`config.mk`:
```
export PLATFORM = sky130hd
export DESIGN_NAME = uart_modem_control
export DESIGN_NICKNAME = d
export VERILOG_FILES = /design/src/logic/modem_pkg.sv /design/src/logic/regbus_if.sv /design/src/logic/axil_regslave.sv /design/src/logic/uart_modem_control.sv
export SDC_FILE = /design/constraint.sdc
export NUM_CORES = 1
export LEC_CHECK = 0
export ABC_AREA = 0
export BUFFER_PORTS_ARGS = -buffer_cell sky130_fd_sc_hd__buf_4
export CORE_UTILIZATION = 49
export CTS_BUF_LIST = sky130_fd_sc_hd__clkbuf_4 sky130_fd_sc_hd__clkbuf_8 sky130_fd_sc_hd__clkbuf_16
export DETAILED_ROUTE_END_ITERATION = 6
export HOLD_SLACK_MARGIN = 0.06
export PLACE_DENSITY = 0.85
export SLEW_MARGIN = 25
export SYNTH_ARGS = -nofsm -noshare
export SYNTH_HDL_FRONTEND = slang
export SYNTH_SLANG_ARGS = --single-unit
```
`constraint.sdc`:
```
create_clock -name aclk -period 2.6 [get_ports aclk]
set_clock_uncertainty 0.1 [all_clocks]
set_input_delay 0.26 -clock aclk [delete_from_list [all_inputs] [get_ports aclk]]
set_output_delay 0.26 -clock aclk [all_outputs]
set_load 0.02 [all_outputs]
```
`src/logic/modem_pkg.sv`:
```
/*
 Constants for the serial port modem control block: register byte offsets,
 control bit positions, reset values and bus response codes.
 Assumes a 32-bit AXI4-Lite register bus with byte addressing.
*/
`default_nettype none
package modem_pkg;
	localparam int          ADDR_W         = 8;
	localparam logic [7:0]  OFF_MODEM_CTL  = 8'h04;
	localparam logic [7:0]  OFF_INT_STATUS = 8'h08;
	localparam logic [7:0]  OFF_INT_CLEAR  = 8'h0C;
	localparam logic [7:0]  OFF_INT_ENABLE = 8'h10;
	localparam logic [7:0]  OFF_LINE_STATE = 8'h14;

	localparam int          MCR_DTR        = 0;
	localparam int          MCR_RTS        = 1;
	localparam int          MCR_SPARE      = 2;
	localparam int          MCR_IRQ_GATE   = 3;
	localparam int          MCR_LOOP       = 4;
	localparam int          MCR_W          = 5;
	localparam logic [4:0]  MCR_RESET      = 5'h00;

	localparam int          EV_CTS         = 0;
	localparam int          EV_DSR         = 1;
	localparam int          EV_RI_END      = 2;
	localparam int          EV_DCD         = 3;
	localparam int          EV_W           = 4;
	localparam logic [3:0]  EV_RESET       = 4'h0;

	localparam logic [1:0]  RESP_OKAY      = 2'h0;
	localparam logic [1:0]  RESP_SLVERR    = 2'h2;
endpackage : modem_pkg
`default_nettype wire

```
`src/logic/regbus_if.sv`:
```
/*
 Internal register access carrier between the bus slave and the block core.
 Assumes both ends sit on the same clock.
*/
`timescale 1ns/1ps
`default_nettype none
interface regbus_if;
	import modem_pkg::*;
	logic               wr_en;
	logic [ADDR_W-1:0]  wr_addr;
	logic [31:0]        wr_data;
	logic [3:0]         wr_strb;
	logic               wr_err;
	logic [ADDR_W-1:0]  rd_addr;
	logic [31:0]        rd_data;
	logic               rd_err;

	modport bus_side
	(
		output wr_en, wr_addr, wr_data, wr_strb, rd_addr,
		input  wr_err, rd_data, rd_err
	);
	modport core_side
	(
		input  wr_en, wr_addr, wr_data, wr_strb, rd_addr,
		output wr_err, rd_data, rd_err
	);
endinterface : regbus_if
`default_nettype wire

```
`src/logic/axil_regslave.sv`:
```
/*
 AXI4-Lite slave front end: takes write address and data in either order,
 issues one write strobe to the core, and answers reads from the core decode.
 Assumes the core decodes addresses combinationally and raises the error
 flags for unmapped offsets.
*/
`timescale 1ns/1ps
`default_nettype none
module axil_regslave
(
	input  wire logic                          aclk,
	input  wire logic                          aresetn,
	input  wire logic [modem_pkg::ADDR_W-1:0]  awaddr,
	input  wire logic                          awvalid,
	output logic                               awready,
	input  wire logic [31:0]                   wdata,
	input  wire logic [3:0]                    wstrb,
	input  wire logic                          wvalid,
	output logic                               wready,
	output logic [1:0]                         bresp,
	output logic                               bvalid,
	input  wire logic                          bready,
	input  wire logic [modem_pkg::ADDR_W-1:0]  araddr,
	input  wire logic                          arvalid,
	output logic                               arready,
	output logic [31:0]                        rdata,
	output logic [1:0]                         rresp,
	output logic                               rvalid,
	input  wire logic                          rready,
	regbus_if.bus_side                         rb
);
	import modem_pkg::*;

	logic                aw_got_r;
	logic                w_got_r;
	logic [ADDR_W-1:0]   aw_addr_r;
	logic [31:0]         w_data_r;
	logic [3:0]          w_strb_r;

	// Each half is held until the other arrives and the answer is gone
	assign awready    = !aw_got_r && !bvalid;
	assign wready     = !w_got_r && !bvalid;
	assign arready    = !rvalid;
	assign rb.wr_en   = aw_got_r && w_got_r && !bvalid;
	assign rb.wr_addr = aw_addr_r;
	assign rb.wr_data = w_data_r;
	assign rb.wr_strb = w_strb_r;
	assign rb.rd_addr = araddr;

	always_ff @(posedge aclk)
	begin
		if (!aresetn)
		begin
			aw_got_r  <= 1'b0;
			w_got_r   <= 1'b0;
			aw_addr_r <= '0;
			w_data_r  <= 32'h0000_0000;
			w_strb_r  <= 4'h0;
		end
		else if (rb.wr_en)
		begin
			aw_got_r <= 1'b0;
			w_got_r  <= 1'b0;
		end
		else
		begin
			if (awvalid && awready)
			begin
				aw_got_r  <= 1'b1;
				aw_addr_r <= awaddr;
			end
			if (wvalid && wready)
			begin
				w_got_r  <= 1'b1;
				w_data_r <= wdata;
				w_strb_r <= wstrb;
			end
		end
	end

	always_ff @(posedge aclk)
	begin
		if (!aresetn)
		begin
			bvalid <= 1'b0;
			bresp  <= RESP_OKAY;
		end
		else if (rb.wr_en)
		begin
			bvalid <= 1'b1;
			bresp  <= rb.wr_err ? RESP_SLVERR : RESP_OKAY;
		end
		else if (bready)
			bvalid <= 1'b0;
	end

	always_ff @(posedge aclk)
	begin
		if (!aresetn)
		begin
			rvalid <= 1'b0;
			rdata  <= 32'h0000_0000;
			rresp  <= RESP_OKAY;
		end
		else if (arvalid && arready)
		begin
			rvalid <= 1'b1;
			rdata  <= rb.rd_data;
			rresp  <= rb.rd_err ? RESP_SLVERR : RESP_OKAY;
		end
		else if (rready)
			rvalid <= 1'b0;
	end
endmodule // axil_regslave
`default_nettype wire

```
`src/logic/uart_modem_control.sv`:
```
/*
 Modem control part of a serial port: the modem control register, the
 handshake output pins, the interrupt output gate and diagnostic loopback,
 plus sticky modem-status events with an enable mask.
 Assumes the transmit and receive shift registers, line status and
 interrupt identification logic sit outside and meet this block through
 the serial and interrupt request ports; pin inputs are synchronous.
*/
// The AXI4-Lite register port was left to the implementer.
`timescale 1ns/1ps
`default_nettype none
module uart_modem_control
(
	input  wire logic                          aclk,
	input  wire logic                          aresetn,
	input  wire logic [modem_pkg::ADDR_W-1:0]  awaddr,
	input  wire logic                          awvalid,
	output logic                               awready,
	input  wire logic [31:0]                   wdata,
	input  wire logic [3:0]                    wstrb,
	input  wire logic                          wvalid,
	output logic                               wready,
	output logic [1:0]                         bresp,
	output logic                               bvalid,
	input  wire logic                          bready,
	input  wire logic [modem_pkg::ADDR_W-1:0]  araddr,
	input  wire logic                          arvalid,
	output logic                               arready,
	output logic [31:0]                        rdata,
	output logic [1:0]                         rresp,
	output logic                               rvalid,
	input  wire logic                          rready,
	input  wire logic                          tx_shift_out,
	output logic                               rx_shift_in,
	output logic                               txd,
	input  wire logic                          rxd,
	input  wire logic                          cts_n,
	input  wire logic                          dsr_n,
	input  wire logic                          ri_n,
	input  wire logic                          dcd_n,
	output logic                               dtr_n,
	output logic                               rts_n,
	output logic                               cts_state,
	output logic                               dsr_state,
	output logic                               ri_state,
	output logic                               dcd_state,
	input  wire logic                          uart_irq_req,
	output logic                               serial_irq_o,
	output logic                               serial_irq_oe,
	output logic                               irq
);
	import modem_pkg::*;

	regbus_if rb ();

	axil_regslave u_slave
	(
		.aclk    (aclk),
		.aresetn (aresetn),
		.awaddr  (awaddr),
		.awvalid (awvalid),
		.awready (awready),
		.wdata   (wdata),
		.wstrb   (wstrb),
		.wvalid  (wvalid),
		.wready  (wready),
		.bresp   (bresp),
		.bvalid  (bvalid),
		.bready  (bready),
		.araddr  (araddr),
		.arvalid (arvalid),
		.arready (arready),
		.rdata   (rdata),
		.rresp   (rresp),
		.rvalid  (rvalid),
		.rready  (rready),
		.rb      (rb)
	);

	logic [MCR_W-1:0]  mcr_r;
	logic [EV_W-1:0]   ev_status_r;
	logic [EV_W-1:0]   ev_enable_r;
	logic [EV_W-1:0]   line_prev_r;
	logic [EV_W-1:0]   line_now;
	logic [EV_W-1:0]   ev_set;
	logic [EV_W-1:0]   ev_clr;
	logic              loop_on;
	logic              wr_low;
	logic              hit_mcr;
	logic              hit_clr;
	logic              hit_en;
	logic              ev_any;

	assign loop_on = mcr_r[MCR_LOOP];
	assign wr_low  = rb.wr_en && rb.wr_strb[0];
	assign hit_mcr = rb.wr_addr == OFF_MODEM_CTL;
	assign hit_clr = rb.wr_addr == OFF_INT_CLEAR;
	assign hit_en  = rb.wr_addr == OFF_INT_ENABLE;

	// Status is RO; writes to it are refused like an unmapped offset
	assign rb.wr_err = !(hit_mcr || hit_clr || hit_en);

	// Only the five defined control bits are stored; bits 7:5 are dropped
	always_ff @(posedge aclk)
	begin
		if (!aresetn)
			mcr_r <= MCR_RESET;
		else if (wr_low && hit_mcr)
			mcr_r <= rb.wr_data[MCR_W-1:0];
	end

	always_ff @(posedge aclk)
	begin
		if (!aresetn)
			ev_enable_r <= EV_RESET;
		else if (wr_low && hit_en)
			ev_enable_r <= rb.wr_data[EV_W-1:0];
	end

	// Status seen by the modem status logic; active high means asserted.
	// In loopback the pins are cut off and the control bits stand in.
	always_comb
	begin
		if (loop_on)
		begin
			line_now[EV_CTS] = mcr_r[MCR_RTS];
			line_now[EV_DSR] = mcr_r[MCR_DTR];
			line_now[EV_RI_END] = mcr_r[MCR_SPARE];
			line_now[EV_DCD] = mcr_r[MCR_IRQ_GATE];
		end
		else
		begin
			line_now[EV_CTS] = !cts_n;
			line_now[EV_DSR] = !dsr_n;
			line_now[EV_RI_END] = !ri_n;
			line_now[EV_DCD] = !dcd_n;
		end
	end

	always_ff @(posedge aclk)
	begin
		if (!aresetn)
			line_prev_r <= EV_RESET;
		else
			line_prev_r <= line_now;
	end

	// Change events; ring counts only when the indicator goes away.
	// Loopback events come from the control bits, so software can test
	// the interrupt path without a modem attached.
	always_comb
	begin
		ev_set = line_now ^ line_prev_r;
		ev_set[EV_RI_END] = line_prev_r[EV_RI_END] && !line_now[EV_RI_END];
		ev_clr = (wr_low && hit_clr) ? rb.wr_data[EV_W-1:0] : EV_RESET;
	end

	// A new event in the clearing cycle survives the clear
	genvar gi;
	generate
		for (gi = 0; gi < EV_W; gi++)
		begin : g_ev
			always_ff @(posedge aclk)
			begin
				if (!aresetn)
					ev_status_r[gi] <= 1'b0;
				else if (ev_set[gi])
					ev_status_r[gi] <= 1'b1;
				else if (ev_clr[gi])
					ev_status_r[gi] <= 1'b0;
			end
		end
	endgenerate

	assign ev_any = |(ev_status_r & ev_enable_r);

	always_ff @(posedge aclk)
	begin
		if (!aresetn)
			irq <= 1'b0;
		else
			irq <= ev_any;
	end

	// Interrupt pin: the request is driven only while the gate bit is 1;
	// otherwise the pin is released. Loopback does not disturb this path.
	always_ff @(posedge aclk)
	begin
		if (!aresetn)
		begin
			serial_irq_o  <= 1'b0;
			serial_irq_oe <= 1'b0;
		end
		else
		begin
			serial_irq_o  <= uart_irq_req || ev_any;
			serial_irq_oe <= mcr_r[MCR_IRQ_GATE];
		end
	end

	// Handshake pins are active low; loopback parks them inactive high
	always_ff @(posedge aclk)
	begin
		if (!aresetn)
		begin
			dtr_n <= 1'b1;
			rts_n <= 1'b1;
		end
		else if (loop_on)
		begin
			dtr_n <= 1'b1;
			rts_n <= 1'b1;
		end
		else
		begin
			dtr_n <= !mcr_r[MCR_DTR];
			rts_n <= !mcr_r[MCR_RTS];
		end
	end

	// Serial data path. One register stage on each leg costs a clock of
	// delay, far below a bit time, and keeps the pins glitch free.
	always_ff @(posedge aclk)
	begin
		if (!aresetn)
		begin
			txd         <= 1'b1;
			rx_shift_in <= 1'b1;
		end
		else if (loop_on)
		begin
			txd         <= 1'b1;
			rx_shift_in <= tx_shift_out;
		end
		else
		begin
			txd         <= tx_shift_out;
			rx_shift_in <= rxd;
		end
	end

	always_ff @(posedge aclk)
	begin
		if (!aresetn)
		begin
			cts_state <= 1'b0;
			dsr_state <= 1'b0;
			ri_state  <= 1'b0;
			dcd_state <= 1'b0;
		end
		else
		begin
			cts_state <= line_now[EV_CTS];
			dsr_state <= line_now[EV_DSR];
			ri_state  <= line_now[EV_RI_END];
			dcd_state <= line_now[EV_DCD];
		end
	end

	// Read decode; the clear register is write only and reads as zero
	always_comb
	begin
		rb.rd_data = 32'h0000_0000;
		rb.rd_err  = 1'b0;
		case (rb.rd_addr)
			OFF_MODEM_CTL:  rb.rd_data[MCR_W-1:0] = mcr_r;
			OFF_INT_STATUS: rb.rd_data[EV_W-1:0] = ev_status_r;
			OFF_INT_CLEAR:  rb.rd_data = 32'h0000_0000;
			OFF_INT_ENABLE: rb.rd_data[EV_W-1:0] = ev_enable_r;
			OFF_LINE_STATE: rb.rd_data[EV_W-1:0] = line_now;
			default:        rb.rd_err = 1'b1;
		endcase
	end
endmodule // uart_modem_control
`default_nettype wire

```
Word level (Yosys, flattened, before mapping)
Cells that the tools add are included.
{"block": "word_totals", "ff_bits": 55, "out_inout_bits": 52, "inputBits": 66}
{"block": "op_classes", "reduce_logical": 38, "bitwise_logic": 4, "n_mux": 19, "n_eq_ne": 8}
{"op": "== test 8 x 4 -> 1 bit, second input constant", "n": 3}
{"op": "== test 8 x 5 -> 1 bit, second input constant", "n": 3}
{"op": "== test 8 x 3 -> 1 bit, second input constant", "n": 2}
{"op": "one-hot mux 4 bit (4 select lines)", "n": 1}
{"op": "2-to-1 mux 1 bit", "n": 14}
{"op": "logical AND 1 bit", "n": 12}
{"op": "nonzero test 2 bit", "n": 6}
{"op": "logical NOT 1 bit", "n": 11}
{"op": "2-to-1 mux 4 bit", "n": 2}
{"op": "OR reduction 5 bit", "n": 1}
{"op": "bitwise AND 4 bit", "n": 1}
{"op": "2-to-1 mux 2 bit", "n": 2}
{"op": "AND reduction 2 bit", "n": 2}
{"op": "OR reduction 2 bit", "n": 2}
{"op": "OR reduction 4 bit", "n": 1}
{"op": "XOR 4 bit", "n": 1}
{"op": "logical OR 1 bit", "n": 3}
{"op": "NOT 1 bit", "n": 2}

Longest topological paths before layout
Gate-level depths: netlist of run 1.
{"block": "depth", "ltp_word": 7, "ltp_mapped": 5}

Cells and area by module
Synthesis of run 1 repeated with hierarchy kept, for this count alone.
{"block": "unflattened", "cells_unflattened": 508, "hier_area_um2": 4371.7}
{"module": "axil_regslave", "cells_per_inst": 377, "instances": 1, "area_per_inst_um2": 3141.8}
{"module": "uart_modem_control", "cells_per_inst": 131, "instances": 1, "area_per_inst_um2": 1229.9}

Worst setup path before layout of run 1
OpenSTA, ideal clock, no wires.
{"block": "synth_timing", "kind": "register -> register", "from": "reg u_slave.bvalid", "to": "reg u_slave.w_data_r[0] (netlist: u_slave.rb.wr_data[0])", "period_less_slack_ps": 1705, "t_required_ps": 2384, "t_arrival_ps": 1489, "setup_slack_ps": 895, "stages_incl_launch_ff": 6, "path_cell_list": "dfxtp_1 > nor2_1 > and2_1 > clkbuf_1 > mux2i_1 > nor2b_1"}
{"block": "synth_via", "elab_chain_cells": 4, "elab_cells_between_ends": 6}
{"element": "start: declaration", "line": "axil_regslave.sv:21", "rtl": "output logic bvalid,"}
{"element": "start signal: assignment", "line": "axil_regslave.sv:85", "rtl": "bvalid <= 1'b0;"}
{"element": "start signal: assignment", "line": "axil_regslave.sv:90", "rtl": "bvalid <= 1'b1;"}
{"element": "start signal: assignment", "line": "axil_regslave.sv:94", "rtl": "bvalid <= 1'b0;"}
{"element": "logical NOT 1 bit", "line": "axil_regslave.sv:42", "rtl": "assign wready = !w_got_r && !bvalid;"}
{"element": "logical AND 1 bit", "line": "axil_regslave.sv:42"}
{"element": "via wready", "line": "uart_modem_control.sv:22", "rtl": "output logic wready,"}
{"element": "logical AND 1 bit", "line": "axil_regslave.sv:72", "rtl": "if (wvalid && wready)"}
{"element": "AND reduction 2 bit (no line)"}
{"element": "end signal: assignment", "line": "axil_regslave.sv:75", "rtl": "w_data_r <= wdata;"}
{"element": "end: declaration", "line": "axil_regslave.sv:37", "rtl": "logic [31:0] w_data_r;"}
The timed path passes the listed nets, and every way through them passes these cells.
A chain may end at the register's enable or synchronous reset.

Worst setup path after layout of run 1
{"block": "layout_timing", "from": "reg u_slave.aw_addr_r[0] (netlist: u_slave.rb.wr_addr[0])", "to": "reg mcr_r[2]"}
{"block": "layout_via", "elab_chain_cells": 2}
{"element": "start: declaration", "line": "axil_regslave.sv:36", "rtl": "logic [ADDR_W-1:0] aw_addr_r;"}
{"element": "start signal: assignment", "line": "axil_regslave.sv:70", "rtl": "aw_addr_r <= awaddr;"}
{"element": "== test 8 x 3 -> 1 bit", "line": "uart_modem_control.sv:96", "rtl": "assign hit_mcr = rb.wr_addr == OFF_MODEM_CTL;"}
{"element": "logical AND 1 bit", "line": "uart_modem_control.sv:108", "rtl": "else if (wr_low && hit_mcr)"}
{"element": "end signal: assignment", "line": "uart_modem_control.sv:109", "rtl": "mcr_r <= rb.wr_data[MCR_W-1:0];"}
{"element": "end: declaration", "line": "uart_modem_control.sv:80", "rtl": "logic [MCR_W-1:0] mcr_r;"}
Every way passes these cells.

==> impl_results.html, run 1 <==
<table>
<tr><th>Metric</th><th>Value</th></tr>
<tr><th colspan="2">Floorplanning</th></tr>
<tr><td>Initial core utilization</td><td>0.521</td></tr>
<tr><td>Area of the core</td><td>4440 µm²</td></tr>
<tr><td>Die X-Extent</td><td>70.7 µm</td></tr>
<tr><td>Die area</td><td>5000 µm²</td></tr>
<tr><td>Number of rows created at floorplan</td><td>24</td></tr>
<tr><td>Die Height</td><td>70.7 µm</td></tr>
<tr><td>IO Count</td><td>118</td></tr>
<tr><th colspan="2">Route</th></tr>
<tr><td>DR DRC count</td><td>22</td></tr>
<tr><td>Vias after detailed routing</td><td>1,929</td></tr>
<tr><td>Avg Vias per Cell</td><td>5.13</td></tr>
<tr><td>DRT Wirelength</td><td>4740 µm</td></tr>
<tr><td>DRT iter0 DRCs</td><td>118</td></tr>
<tr><td>Average wire per cell in the routed design</td><td>12.6 µm</td></tr>
<tr><td>Number of search-and-repair iterations in the first detailed-routing pass</td><td>7</td></tr>
<tr><td>Number of nets with antenna violations after detailed routing</td><td>0</td></tr>
<tr><th colspan="2">Clocking</th></tr>
<tr><td>Clock buffers created by TritonCTS</td><td>5</td></tr>
<tr><td>Clock sinks</td><td>49</td></tr>
<tr><td>Clock Path Buffers</td><td>2</td></tr>
<tr><td>Latest clock arrival within the worst-skew pair</td><td>0.30 ns</td></tr>
<tr><td>Register clock-pin slew on the reported worst setup and hold paths</td><td>0.09 ns</td></tr>
<tr><td>Number of gates given a new drive strength after cts</td><td>0</td></tr>
<tr><td>CTS tree</td><td>done</td></tr>
<tr><td>Root buf cell</td><td>sky130_fd_sc_hd__clkbuf_8</td></tr>
<tr><td>Number of H-tree branching levels</td><td>2</td></tr>
<tr><th colspan="2">Setup path</th></tr>
<tr><td>Largest fanout of any net on the critical path</td><td>10</td></tr>
<tr><td>CP Data Required Time</td><td>2.72 ns</td></tr>
<tr><td>Slack of the worst reg-to-reg path</td><td>0.79 ns</td></tr>
<tr><td>Setup crit end kind</td><td>flip-flop</td></tr>
<tr><td>Startpoint of the most critical register-to-register path</td><td>u_slave.rb.wr_addr[0]$_SDFFE_PN0P_</td></tr>
<tr><td>Element type at the critical path start</td><td>flip-flop</td></tr>
<tr><td>Cells on worst reg2reg path</td><td>4</td></tr>
<tr><td>WP data arrival</td><td>1.93 ns</td></tr>
<tr><td>Capture point of the worst reg-to-reg path</td><td>mcr_r[2]$_SDFFE_PN0P_</td></tr>
<tr><td>Start-to-end type of the worst setup path</td><td>flip-flop to flip-flop</td></tr>
<tr><th colspan="2">Placement</th></tr>
<tr><td>Placement-stage worst setup slack</td><td>0.783 ns</td></tr>
<tr><td>Total instance count after detailed placement</td><td>366</td></tr>
<tr><td>Port bufs</td><td>58</td></tr>
<tr><td>Total placed instance area</td><td>2670 µm²</td></tr>
<tr><td>Placed wire-length estimate</td><td>3420 µm</td></tr>
<tr><td>Gpl congestion</td><td>0.803</td></tr>
<tr><th colspan="2">Cells and area</th></tr>
<tr><td>Final-layout fill cell count</td><td>390</td></tr>
<tr><td>Multi-input gate area in the final layout</td><td>1170 µm²</td></tr>
<tr><td>Count of nets after finishing</td><td>389</td></tr>
<tr><td>Finished Layout Cells</td><td>376</td></tr>
<tr><td>Area of all placed cells without fillers</td><td>2810 µm²</td></tr>
<tr><td>Finished Core Util</td><td>0.632</td></tr>
<tr><td>Area overhead of the layout relative to synthesis</td><td>21.4%</td></tr>
<tr><td>Layout cell share with drive strength beyond 1</td><td>0.219</td></tr>
<tr><td>Total inserted antenna cells</td><td>0</td></tr>
<tr><td>Seq. cell area</td><td>981 µm²</td></tr>
<tr><th colspan="2">STA</th></tr>
<tr><td>Final setup violation count</td><td>0</td></tr>
<tr><td>Max-slew violation total from the final report</td><td>0</td></tr>
<tr><td>Unrepaired setup endpoints after global routing</td><td>no</td></tr>
<tr><td>Hold Fails Final Rpt</td><td>0</td></tr>
<tr><td>Hold Worst Slack</td><td>0.0945 ns</td></tr>
<tr><td>Final sum of negative setup slack</td><td>0 ns</td></tr>
<tr><td>Actual slew at the worst max-slew pin</td><td>0.634 ns</td></tr>
<tr><td>Final critical delay including setup and external delays</td><td>1.81 ns</td></tr>
<tr><td>Worst slew margin relative to its limit</td><td>0.572</td></tr>
<tr><td>Top achievable clock speed</td><td>553 MHz</td></tr>
<tr><td>Final cycle utilization of the critical path</td><td>0.696</td></tr>
<tr><td>Worst-case setup margin in the final layout</td><td>0.790 ns</td></tr>
<tr><th colspan="2">Global routing</th></tr>
<tr><td>Via count of the first global-routing pass</td><td>1,746</td></tr>
<tr><td>Antenna violations before repair</td><td>0</td></tr>
<tr><td>Pin count of the biggest net entering global routing</td><td>52</td></tr>
<tr><td>Wire length of the first global-routing pass</td><td>7870 µm</td></tr>
<tr><td>Global routing usage summed across all routing layers</td><td>0.199</td></tr>
<tr><td>GR Overflow Total</td><td>0</td></tr>
<tr><th colspan="2">Logic synthesis</th></tr>
<tr><td>Number of standard cells after synthesis</td><td>266</td></tr>
<tr><td>Post-synthesis cell type count</td><td>35</td></tr>
<tr><td>Async set or reset register ratio after synthesis</td><td>0</td></tr>
<tr><td>Avg Cell Area, Syn</td><td>8.70 µm²</td></tr>
<tr><td>Number of warning messages in the yosys log</td><td>0</td></tr>
<tr><td>Commonest register cell after synthesis</td><td>sky130_fd_sc_hd__dfxtp_1</td></tr>
<tr><td>Most common cell in the netlist</td><td>sky130_fd_sc_hd__dfxtp_1</td></tr>
<tr><td>Top area cells in the synthesized netlist</td><td>sky130_fd_sc_hd__dfxtp_1 (42%), sky130_fd_sc_hd__buf_4 (9.7%), sky130_fd_sc_hd__nand2_1 (6.3%)</td></tr>
<tr><td>Cell accounting for the most synthesized area</td><td>sky130_fd_sc_hd__dfxtp_1</td></tr>
<tr><td>Netlist area before placement</td><td>2310 µm²</td></tr>
<tr><td>Sequential element share of the synthesized area</td><td>0.424</td></tr>
<tr><td>Synth top area share</td><td>0.424</td></tr>
<tr><td>FF+latch count, synth</td><td>49</td></tr>
<tr><td>Count of flip-flops with a built-in enable after synthesis</td><td>0</td></tr>
<tr><td>Cell types with the highest counts after synthesis</td><td>sky130_fd_sc_hd__dfxtp_1 (49), sky130_fd_sc_hd__nand2_1 (39), sky130_fd_sc_hd__buf_4 (30), sky130_fd_sc_hd__nor2b_1 (16), sky130_fd_sc_hd__a21boi_0 (14)</td></tr>
<tr><th colspan="2">Power</th></tr>
<tr><td>Leakage power summed over all cells</td><td>1.20 nW</td></tr>
<tr><td>Worst ir drop on vdd</td><td>0.403 mV</td></tr>
<tr><td>Post-layout power</td><td>1.63 mW</td></tr>
<tr><td>PD cells</td><td>580 nW/µm²</td></tr>
<tr><th colspan="2">Status</th></tr>
<tr><td>Result of the run</td><td>finished with violations</td></tr>
<tr><td>Failing checks</td><td>DRC</td></tr>
<tr><th colspan="2">Worst hold path</th></tr>
<tr><td>Worst hold path depth</td><td>2</td></tr>
<tr><td>Start point of the worst hold path</td><td>arvalid</td></tr>
<tr><td>Hold WC Path Type</td><td>primary input to flip-flop</td></tr>
<tr><td>End of the worst hold path</td><td>u_slave.rvalid$_SDFFE_PN0P_</td></tr>
<tr><th colspan="2">Job</th></tr>
<tr><td>Number of violations of the max-capacitance limit</td><td>0</td></tr>
</table>
-- worst max path at each step --
stage                                            start                                 end  slack (ns)  cells past startpoint
floorplan                  u_slave.bvalid$_SDFFE_PN0P_  u_slave.rb.wr_data[0]$_SDFFE_PN0P_        0.89                      5
global placement    u_slave.rb.wr_addr[0]$_SDFFE_PN0P_         ev_status_r[3]$_SDFFE_PN0P_        0.82                      4
detailed placement  u_slave.rb.wr_addr[0]$_SDFFE_PN0P_               mcr_r[4]$_SDFFE_PN0P_        0.78                      3
CTS                 u_slave.rb.wr_addr[0]$_SDFFE_PN0P_               mcr_r[2]$_SDFFE_PN0P_        0.77                      4
global route        u_slave.rb.wr_addr[0]$_SDFFE_PN0P_               mcr_r[4]$_SDFFE_PN0P_        0.64                      4
finish              u_slave.rb.wr_addr[0]$_SDFFE_PN0P_               mcr_r[2]$_SDFFE_PN0P_        0.79                      4
-- cell type report --
class / instances / share of cell area
well taps: 52 / 0.0232
clock inverters: 1 / 0.0107
inverters: 3 / 0.00401
flip-flops and latches: 49 / 0.349
repair buffers: 61 / 0.165
multi-input cells: 203 / 0.416
clock buffers: 7 / 0.0321
-- power breakdown --
| group | switching [mW] | internal [mW] | leakage (nW) |
|---|---|---|---|
| registers | 0.0287 | 0.784 | 0.401 |
| clock network | 0.245 | 0.324 | 0.0619 |
| logic | 0.143 | 0.105 | 0.742 |
| total | 0.416 | 1.21 | 1.20 |
-- registers in the layout, summed over array words and instances (netlist names) --
name                count
txd                     1
u_slave.bresp           1
u_slave.bvalid          1
line_prev_r             4
u_slave.w_got_r         1
ev_status_r             4
serial_irq_o            1
mcr_r                   5
irq                     1
u_slave.rb.wr_data      5
serial_irq_oe           1
u_slave.rb.wr_addr      8
u_slave.rvalid          1
u_slave.rb.wr_strb      1
dtr_n                   1
rts_n                   1
ev_enable_r             4
u_slave.rdata           5
u_slave.aw_got_r        1
u_slave.rresp           1
rx_shift_in             1
-- per-layer routing --
metal | GRT usage | routed length, µm | vias to the layer above
li1 | - | - | 965
met1 | 0.242 | 2090 | 863
met2 | 0.326 | 2200 | 88
met3 | 0.0470 | 343 | 13
met4 | 0.107 | 110 | 0
met5 | 0 | 0 | -
-- what timing repair did --
item / 4_1_cts / 5_1_grt
hold buffers: 2 / 0
hold endpoints to repair: 2 / 0
setup buffers: 0 / 0
-- cells in the final DEF (no fill, tap or decap) --
| master | count |
|---|---|
| sky130_fd_sc_hd__buf_4 | 59 |
| sky130_fd_sc_hd__dfxtp_1 | 49 |
| sky130_fd_sc_hd__nand2_1 | 39 |
| sky130_fd_sc_hd__conb_1 | 29 |
| sky130_fd_sc_hd__nor2b_1 | 16 |
| sky130_fd_sc_hd__a21boi_0 | 14 |
| sky130_fd_sc_hd__o21ai_0 | 13 |
| sky130_fd_sc_hd__nand2b_1 | 12 |
| sky130_fd_sc_hd__mux2i_1 | 11 |
| sky130_fd_sc_hd__nand3_1 | 10 |
| sky130_fd_sc_hd__nor2_1 | 9 |
| sky130_fd_sc_hd__and2_1 | 6 |
| sky130_fd_sc_hd__a22oi_1 | 6 |
| sky130_fd_sc_hd__clkbuf_8 | 6 |
| sky130_fd_sc_hd__and3_1 | 5 |
| sky130_fd_sc_hd__a31oi_1 | 4 |
| sky130_fd_sc_hd__o22ai_1 | 4 |
| sky130_fd_sc_hd__a22o_1 | 4 |
| sky130_fd_sc_hd__inv_1 | 3 |
| sky130_fd_sc_hd__nor3_1 | 3 |
| sky130_fd_sc_hd__nand3b_1 | 2 |
| sky130_fd_sc_hd__a21oi_1 | 2 |
| sky130_fd_sc_hd__a21o_1 | 2 |
| sky130_fd_sc_hd__xnor2_1 | 2 |
| sky130_fd_sc_hd__dlygate4sd3_1 | 2 |
| sky130_fd_sc_hd__nor4b_1 | 1 |
| sky130_fd_sc_hd__or4_4 | 1 |
| sky130_fd_sc_hd__nand4b_1 | 1 |
| sky130_fd_sc_hd__or3b_2 | 1 |
| sky130_fd_sc_hd__nor4_4 | 1 |
| sky130_fd_sc_hd__nor3_2 | 1 |
| sky130_fd_sc_hd__or3_1 | 1 |
| sky130_fd_sc_hd__a41oi_1 | 1 |
| sky130_fd_sc_hd__o211a_1 | 1 |
| sky130_fd_sc_hd__a2111oi_0 | 1 |
| sky130_fd_sc_hd__bufinv_16 | 1 |
| sky130_fd_sc_hd__clkbuf_4 | 1 |
-- critical path: stages (launching register included) --
cell	delay [ns]
sky130_fd_sc_hd__dfxtp_1	0.32
sky130_fd_sc_hd__or4_4	0.57
sky130_fd_sc_hd__nor4_4	0.49
sky130_fd_sc_hd__nand3_1	0.14
sky130_fd_sc_hd__o21ai_0	0.11
-- logic make-up after synthesis --
kind of cell              Yosys count  synth area share
AOI/OAI and AO/OA                  52             0.152
xor gates and xnor gates            2           0.00757
buffers and inverters              42             0.117
DFF                                49             0.424
muxes                              11            0.0476
other                               1           0.00162
and+or+nand+nor                   109             0.250
(Power assumes the default switching activity.)
==> run 2, diff against run 1 <==
Settings changed: ABC_AREA 0 to 1, CORE_UTILIZATION 49 to 45, PLACE_DENSITY 0.85 to 0.79.
Clock period 2.6 ns to 1.75 ns, I/O delays scaled along.
==> run 2 against run 1 <==
  * The flow now finishes without violations
  * Total power is 43% higher
  * Critical path depth is 2 higher
  * Non-clock buffer count is 17 higher
==> impl_results.html, run 2 <==
<table>
<tr><th>Metric</th><th>Value</th></tr>
<tr><th colspan="2">Logic synthesis</th></tr>
<tr><td>Number of warning messages in the yosys log</td><td>0 (unchanged)</td></tr>
<tr><td>FF+latch count, synth</td><td>49 (unchanged)</td></tr>
<tr><td>Async set or reset register ratio after synthesis</td><td>0 (unchanged)</td></tr>
<tr><td>Xor/xnor share of the synthesized area</td><td>0.0112 (was 0.00757)</td></tr>
<tr><td>Multiplexer share of the synthesized area</td><td>0 (was 0.0476)</td></tr>
<tr><td>Number of standard cells after synthesis</td><td>309 (was 266)</td></tr>
<tr><td>Count of flip-flops with a built-in enable after synthesis</td><td>0 (unchanged)</td></tr>
<tr><td>Synthesized-area fraction occupied by adder cells</td><td>0 (unchanged)</td></tr>
<tr><td>Commonest register cell after synthesis</td><td>sky130_fd_sc_hd__dfxtp_1 (unchanged)</td></tr>
<tr><td>Main combinational cell family by area after synthesis</td><td>simple AND/OR/NAND/NOR gates (unchanged)</td></tr>
<tr><td>Sequential element share of the synthesized area</td><td>0.417 (was 0.424)</td></tr>
<tr><td>Synth top area share</td><td>0.417 (was 0.424)</td></tr>
<tr><td>Cell types with the highest counts after synthesis</td><td>sky130_fd_sc_hd__dfxtp_1 (49), sky130_fd_sc_hd__nand2_1 (46), sky130_fd_sc_hd__nor2_1 (36), sky130_fd_sc_hd__buf_4 (30), sky130_fd_sc_hd__inv_1 (27) (was sky130_fd_sc_hd__dfxtp_1 (49), sky130_fd_sc_hd__nand2_1 (39), sky130_fd_sc_hd__buf_4 (30), sky130_fd_sc_hd__nor2b_1 (16), sky130_fd_sc_hd__a21boi_0 (14))</td></tr>
<tr><td>Post-synthesis cell type count</td><td>29 (was 35)</td></tr>
<tr><td>Cell accounting for the most synthesized area</td><td>sky130_fd_sc_hd__dfxtp_1 (unchanged)</td></tr>
<tr><td>Fraction of the mapped netlist area in simple logic gates</td><td>0.273 (was 0.250)</td></tr>
<tr><td>Netlist area before placement</td><td>2350 µm² (was 2310 µm²)</td></tr>
<tr><td>Avg Cell Area, Syn</td><td>7.60 µm² (was 8.70 µm²)</td></tr>
<tr><td>Most common cell in the netlist</td><td>sky130_fd_sc_hd__dfxtp_1 (unchanged)</td></tr>
<tr><td>Top area cells in the synthesized netlist</td><td>sky130_fd_sc_hd__dfxtp_1 (42%), sky130_fd_sc_hd__buf_4 (9.6%), sky130_fd_sc_hd__nand2_1 (7.3%) (was sky130_fd_sc_hd__dfxtp_1 (42%), sky130_fd_sc_hd__buf_4 (9.7%), sky130_fd_sc_hd__nand2_1 (6.3%))</td></tr>
<tr><td>Fraction of the mapped netlist area in compound gates</td><td>0.135 (was 0.152)</td></tr>
<tr><th colspan="2">Setup path</th></tr>
<tr><td>Cells on worst reg2reg path</td><td>6 (was 4)</td></tr>
<tr><td>Element type at the critical path start</td><td>flip-flop (unchanged)</td></tr>
<tr><td>Slack of the worst reg-to-reg path</td><td>0.31 ns (was 0.79 ns)</td></tr>
<tr><td>Largest fanout of any net on the critical path</td><td>4 (was 10)</td></tr>
<tr><td>Setup crit end kind</td><td>flip-flop (unchanged)</td></tr>
<tr><td>Startpoint of the most critical register-to-register path</td><td>u_slave.rb.wr_addr[7]$_SDFFE_PN0P_ (was u_slave.rb.wr_addr[0]$_SDFFE_PN0P_)</td></tr>
<tr><td>CP Data Required Time</td><td>1.83 ns (was 2.72 ns)</td></tr>
<tr><td>WP data arrival</td><td>1.52 ns (was 1.93 ns)</td></tr>
<tr><td>Capture point of the worst reg-to-reg path</td><td>ev_status_r[3]$_SDFFE_PN0P_ (was mcr_r[2]$_SDFFE_PN0P_)</td></tr>
<tr><td>Worst Setup SP</td><td>u_slave.rb.wr_addr[7]$_SDFFE_PN0P_ (was u_slave.rb.wr_addr[0]$_SDFFE_PN0P_)</td></tr>
<tr><td>Start-to-end type of the worst setup path</td><td>flip-flop to flip-flop (unchanged)</td></tr>
<tr><th colspan="2">Clocking</th></tr>
<tr><td>Latest clock arrival within the worst-skew pair</td><td>0.30 ns (about the same)</td></tr>
<tr><td>Clock buffers created by TritonCTS</td><td>5 (unchanged)</td></tr>
<tr><td>Post-CTS Hold Buffers</td><td>15 (was 2)</td></tr>
<tr><td>Clock sinks</td><td>49 (unchanged)</td></tr>
<tr><td>Number of H-tree branching levels</td><td>2 (unchanged)</td></tr>
<tr><td>Buffer count from post-CTS setup fixing</td><td>0 (unchanged)</td></tr>
<tr><td>Root buf cell</td><td>sky130_fd_sc_hd__clkbuf_8 (unchanged)</td></tr>
<tr><td>Register clock-pin slew on the reported worst setup and hold paths</td><td>0.08 ns (was 0.09 ns)</td></tr>
<tr><td>CTS tree</td><td>done (unchanged)</td></tr>
<tr><td>Clock Path Buffers</td><td>2 (unchanged)</td></tr>
<tr><td>Number of gates given a new drive strength after cts</td><td>0 (unchanged)</td></tr>
<tr><th colspan="2">Global routing</th></tr>
<tr><td>Antenna violations before repair</td><td>0 (unchanged)</td></tr>
<tr><td>Wire length of the first global-routing pass</td><td>8250 µm (was 7870 µm)</td></tr>
<tr><td>Via count of the first global-routing pass</td><td>1,875 (was 1,746)</td></tr>
<tr><td>GR Overflow Total</td><td>0 (unchanged)</td></tr>
<tr><td>Pin count of the biggest net entering global routing</td><td>32 (was 52)</td></tr>
<tr><td>Global routing usage summed across all routing layers</td><td>0.197 (was 0.199)</td></tr>
<tr><th colspan="2">Floorplanning</th></tr>
<tr><td>IO Count</td><td>118 (unchanged)</td></tr>
<tr><td>Die X-Extent</td><td>74.3 µm (was 70.7 µm)</td></tr>
<tr><td>Die Height</td><td>74.3 µm (was 70.7 µm)</td></tr>
<tr><td>Number of rows created at floorplan</td><td>25 (was 24)</td></tr>
<tr><td>Area of the core</td><td>4880 µm² (was 4440 µm²)</td></tr>
<tr><td>Die area</td><td>5510 µm² (was 5000 µm²)</td></tr>
<tr><td>Initial core utilization</td><td>0.482 (was 0.521)</td></tr>
<tr><th colspan="2">Route</th></tr>
<tr><td>DRT Wirelength</td><td>4970 µm (was 4740 µm)</td></tr>
<tr><td>Vias after detailed routing</td><td>2,114 (was 1,929)</td></tr>
<tr><td>Average wire per cell in the routed design</td><td>11.0 µm (was 12.6 µm)</td></tr>
<tr><td>Avg Vias per Cell</td><td>4.68 (was 5.13)</td></tr>
<tr><td>Number of search-and-repair iterations in the first detailed-routing pass</td><td>4 (was 7)</td></tr>
<tr><td>DR DRC count</td><td>0 (was 22)</td></tr>
<tr><td>DRT iter0 DRCs</td><td>131 (was 118)</td></tr>
<tr><td>Number of nets with antenna violations after detailed routing</td><td>0 (unchanged)</td></tr>
<tr><th colspan="2">Cells and area</th></tr>
<tr><td>Multi-input gate area in the final layout</td><td>1090 µm² (was 1170 µm²)</td></tr>
<tr><td>Finished Layout Cells</td><td>452 (was 376)</td></tr>
<tr><td>Most common cell after layout, fill and taps aside</td><td>sky130_fd_sc_hd__buf_4 (unchanged)</td></tr>
<tr><td>Area overhead of the layout relative to synthesis</td><td>27.2% (was 21.4%)</td></tr>
<tr><td>Seq. cell area</td><td>981 µm² (unchanged)</td></tr>
<tr><td>Total inserted antenna cells</td><td>0 (unchanged)</td></tr>
<tr><td>Max FFs per register</td><td>8 (unchanged)</td></tr>
<tr><td>Finished Core Util</td><td>0.612 (was 0.632)</td></tr>
<tr><td>Layout cell share with drive strength beyond 1</td><td>0.223 (was 0.219)</td></tr>
<tr><td>Final-layout fill cell count</td><td>440 (was 390)</td></tr>
<tr><td>Top library cells by usage in the layout, fill and taps aside</td><td>sky130_fd_sc_hd__buf_4 (63), sky130_fd_sc_hd__dfxtp_1 (49), sky130_fd_sc_hd__nand2_1 (46) (was sky130_fd_sc_hd__buf_4 (59), sky130_fd_sc_hd__dfxtp_1 (49), sky130_fd_sc_hd__nand2_1 (39))</td></tr>
<tr><td>Area of all placed cells without fillers</td><td>2990 µm² (was 2810 µm²)</td></tr>
<tr><td>Count of nets after finishing</td><td>451 (was 389)</td></tr>
<tr><th colspan="2">STA</th></tr>
<tr><td>Worst-case setup margin in the final layout</td><td>0.309 ns (was 0.790 ns)</td></tr>
<tr><td>Unrepaired setup endpoints after global routing</td><td>no (unchanged)</td></tr>
<tr><td>Final critical delay including setup and external delays</td><td>1.44 ns (was 1.81 ns)</td></tr>
<tr><td>Final cycle utilization of the critical path</td><td>0.823 (was 0.696)</td></tr>
<tr><td>Final sum of negative setup slack</td><td>0 ns (unchanged)</td></tr>
<tr><td>Final setup violation count</td><td>0 (unchanged)</td></tr>
<tr><td>Hold Fails Final Rpt</td><td>0 (unchanged)</td></tr>
<tr><td>Top achievable clock speed</td><td>694 MHz (was 553 MHz)</td></tr>
<tr><td>Max-slew violation total from the final report</td><td>0 (unchanged)</td></tr>
<tr><th colspan="2">Worst hold path</th></tr>
<tr><td>End of the worst hold path</td><td>u_slave.rb.wr_strb[0]$_SDFFE_PN0P_ (was u_slave.rvalid$_SDFFE_PN0P_)</td></tr>
<tr><td>Hold WC Path Type</td><td>primary input to flip-flop (unchanged)</td></tr>
<tr><td>Worst hold path depth</td><td>3 (was 2)</td></tr>
<tr><td>Start point of the worst hold path</td><td>wstrb[0] (was arvalid)</td></tr>
<tr><th colspan="2">Placement</th></tr>
<tr><td>Placed wire-length estimate</td><td>3620 µm (was 3420 µm)</td></tr>
<tr><td>Gpl congestion</td><td>0.868 (was 0.803)</td></tr>
<tr><td>Port bufs</td><td>58 (unchanged)</td></tr>
<tr><td>Total placed instance area</td><td>2750 µm² (was 2670 µm²)</td></tr>
<tr><td>Total instance count after detailed placement</td><td>430 (was 366)</td></tr>
<tr><td>Placement-stage worst setup slack</td><td>0.313 ns (was 0.783 ns)</td></tr>
<tr><th colspan="2">Job</th></tr>
<tr><td>Number of violations of the max-capacitance limit</td><td>0 (unchanged)</td></tr>
<tr><th colspan="2">Power</th></tr>
<tr><td>PD cells</td><td>780 nW/µm² (was 580 nW/µm²)</td></tr>
<tr><td>Worst ir drop on vdd</td><td>0.385 mV (was 0.403 mV)</td></tr>
<tr><td>Leakage power summed over all cells</td><td>1.43 nW (was 1.20 nW)</td></tr>
<tr><th colspan="2">Status</th></tr>
<tr><td>Result of the run</td><td>finished clean (was finished with violations)</td></tr>
</table>
-- run 2: layer usage --
| metal | vias up | part of all wire | global-route usage | routed length [µm] |
|---|---|---|---|---|
| li1 | 1100 | - | - | - |
| met3 | 4 | 0.047 | 0.0407 | 232 |
| met4 | 0 | 0.0097 | 0.0566 | 48 |
| met2 | 64 | 0.49 | 0.341 | 2420 |
| met1 | 946 | 0.46 | 0.249 | 2270 |
| met5 | - | 0 | 0 | 0 |
-- run 2: how the worst max path moves through the flow --
stage | endpoint | slack [ns] | depth (start not counted)
2_1_floorplan | u_slave.rb.wr_addr[6]$_SDFFE_PN0P_ | 0.18 | 5
3_3_place_gp | ev_status_r[0]$_SDFFE_PN0P_ | 0.33 | 6
3_5_place_dp | ev_status_r[0]$_SDFFE_PN0P_ | 0.31 | 6
4_1_cts | u_slave.rdata[1]$_SDFFE_PN0P_ | 0.30 | 6
5_1_grt | u_slave.rdata[0]$_SDFFE_PN0P_ | 0.17 | 6
6_report | ev_status_r[3]$_SDFFE_PN0P_ | 0.31 | 6
-- run 2: critical path, cell delays in order (launching register included) --
cell and delay, ns:
sky130_fd_sc_hd__dfxtp_1 0.34, sky130_fd_sc_hd__nor3_4 0.30, sky130_fd_sc_hd__nand2_1 0.10, sky130_fd_sc_hd__nor2_1 0.24
sky130_fd_sc_hd__nand3_1 0.12, sky130_fd_sc_hd__nand2_1 0.08, sky130_fd_sc_hd__a21oi_1 0.05
-- run 2: where the power goes --
group	total [mW]	leakage [nW]	switching (mW)	internal (mW)
logic	0.431	0.978	0.257	0.174
registers	1.23	0.403	0.0518	1.18
clock network	0.672	0.0477	0.343	0.329
-- run 2: cell type report --
type | instances | area share
timing repair buffer | 78 | 0.209
inverter | 30 | 0.0385
sequential | 49 | 0.328
tap | 67 | 0.0281
multi-input combinational | 221 | 0.366
clock buffer | 7 | 0.0302
-- run 2: through the flow --
step	hold WS [ns]	total power [mW]
finish	0.0603	2.33
global placement	0.269	1.65
CTS	0.0605	2.35
detailed placement	0.276	1.66
floorplan	0.167	1.56
global route	0.0636	2.45
-- run 2: cell families after synthesis --
group	count (synthesis)
flip-flops	49
XOR/XNOR	3
AO/OA/AOI/OAI	60
other	1
buffers and inverters	67
AND/OR/NAND/NOR	129
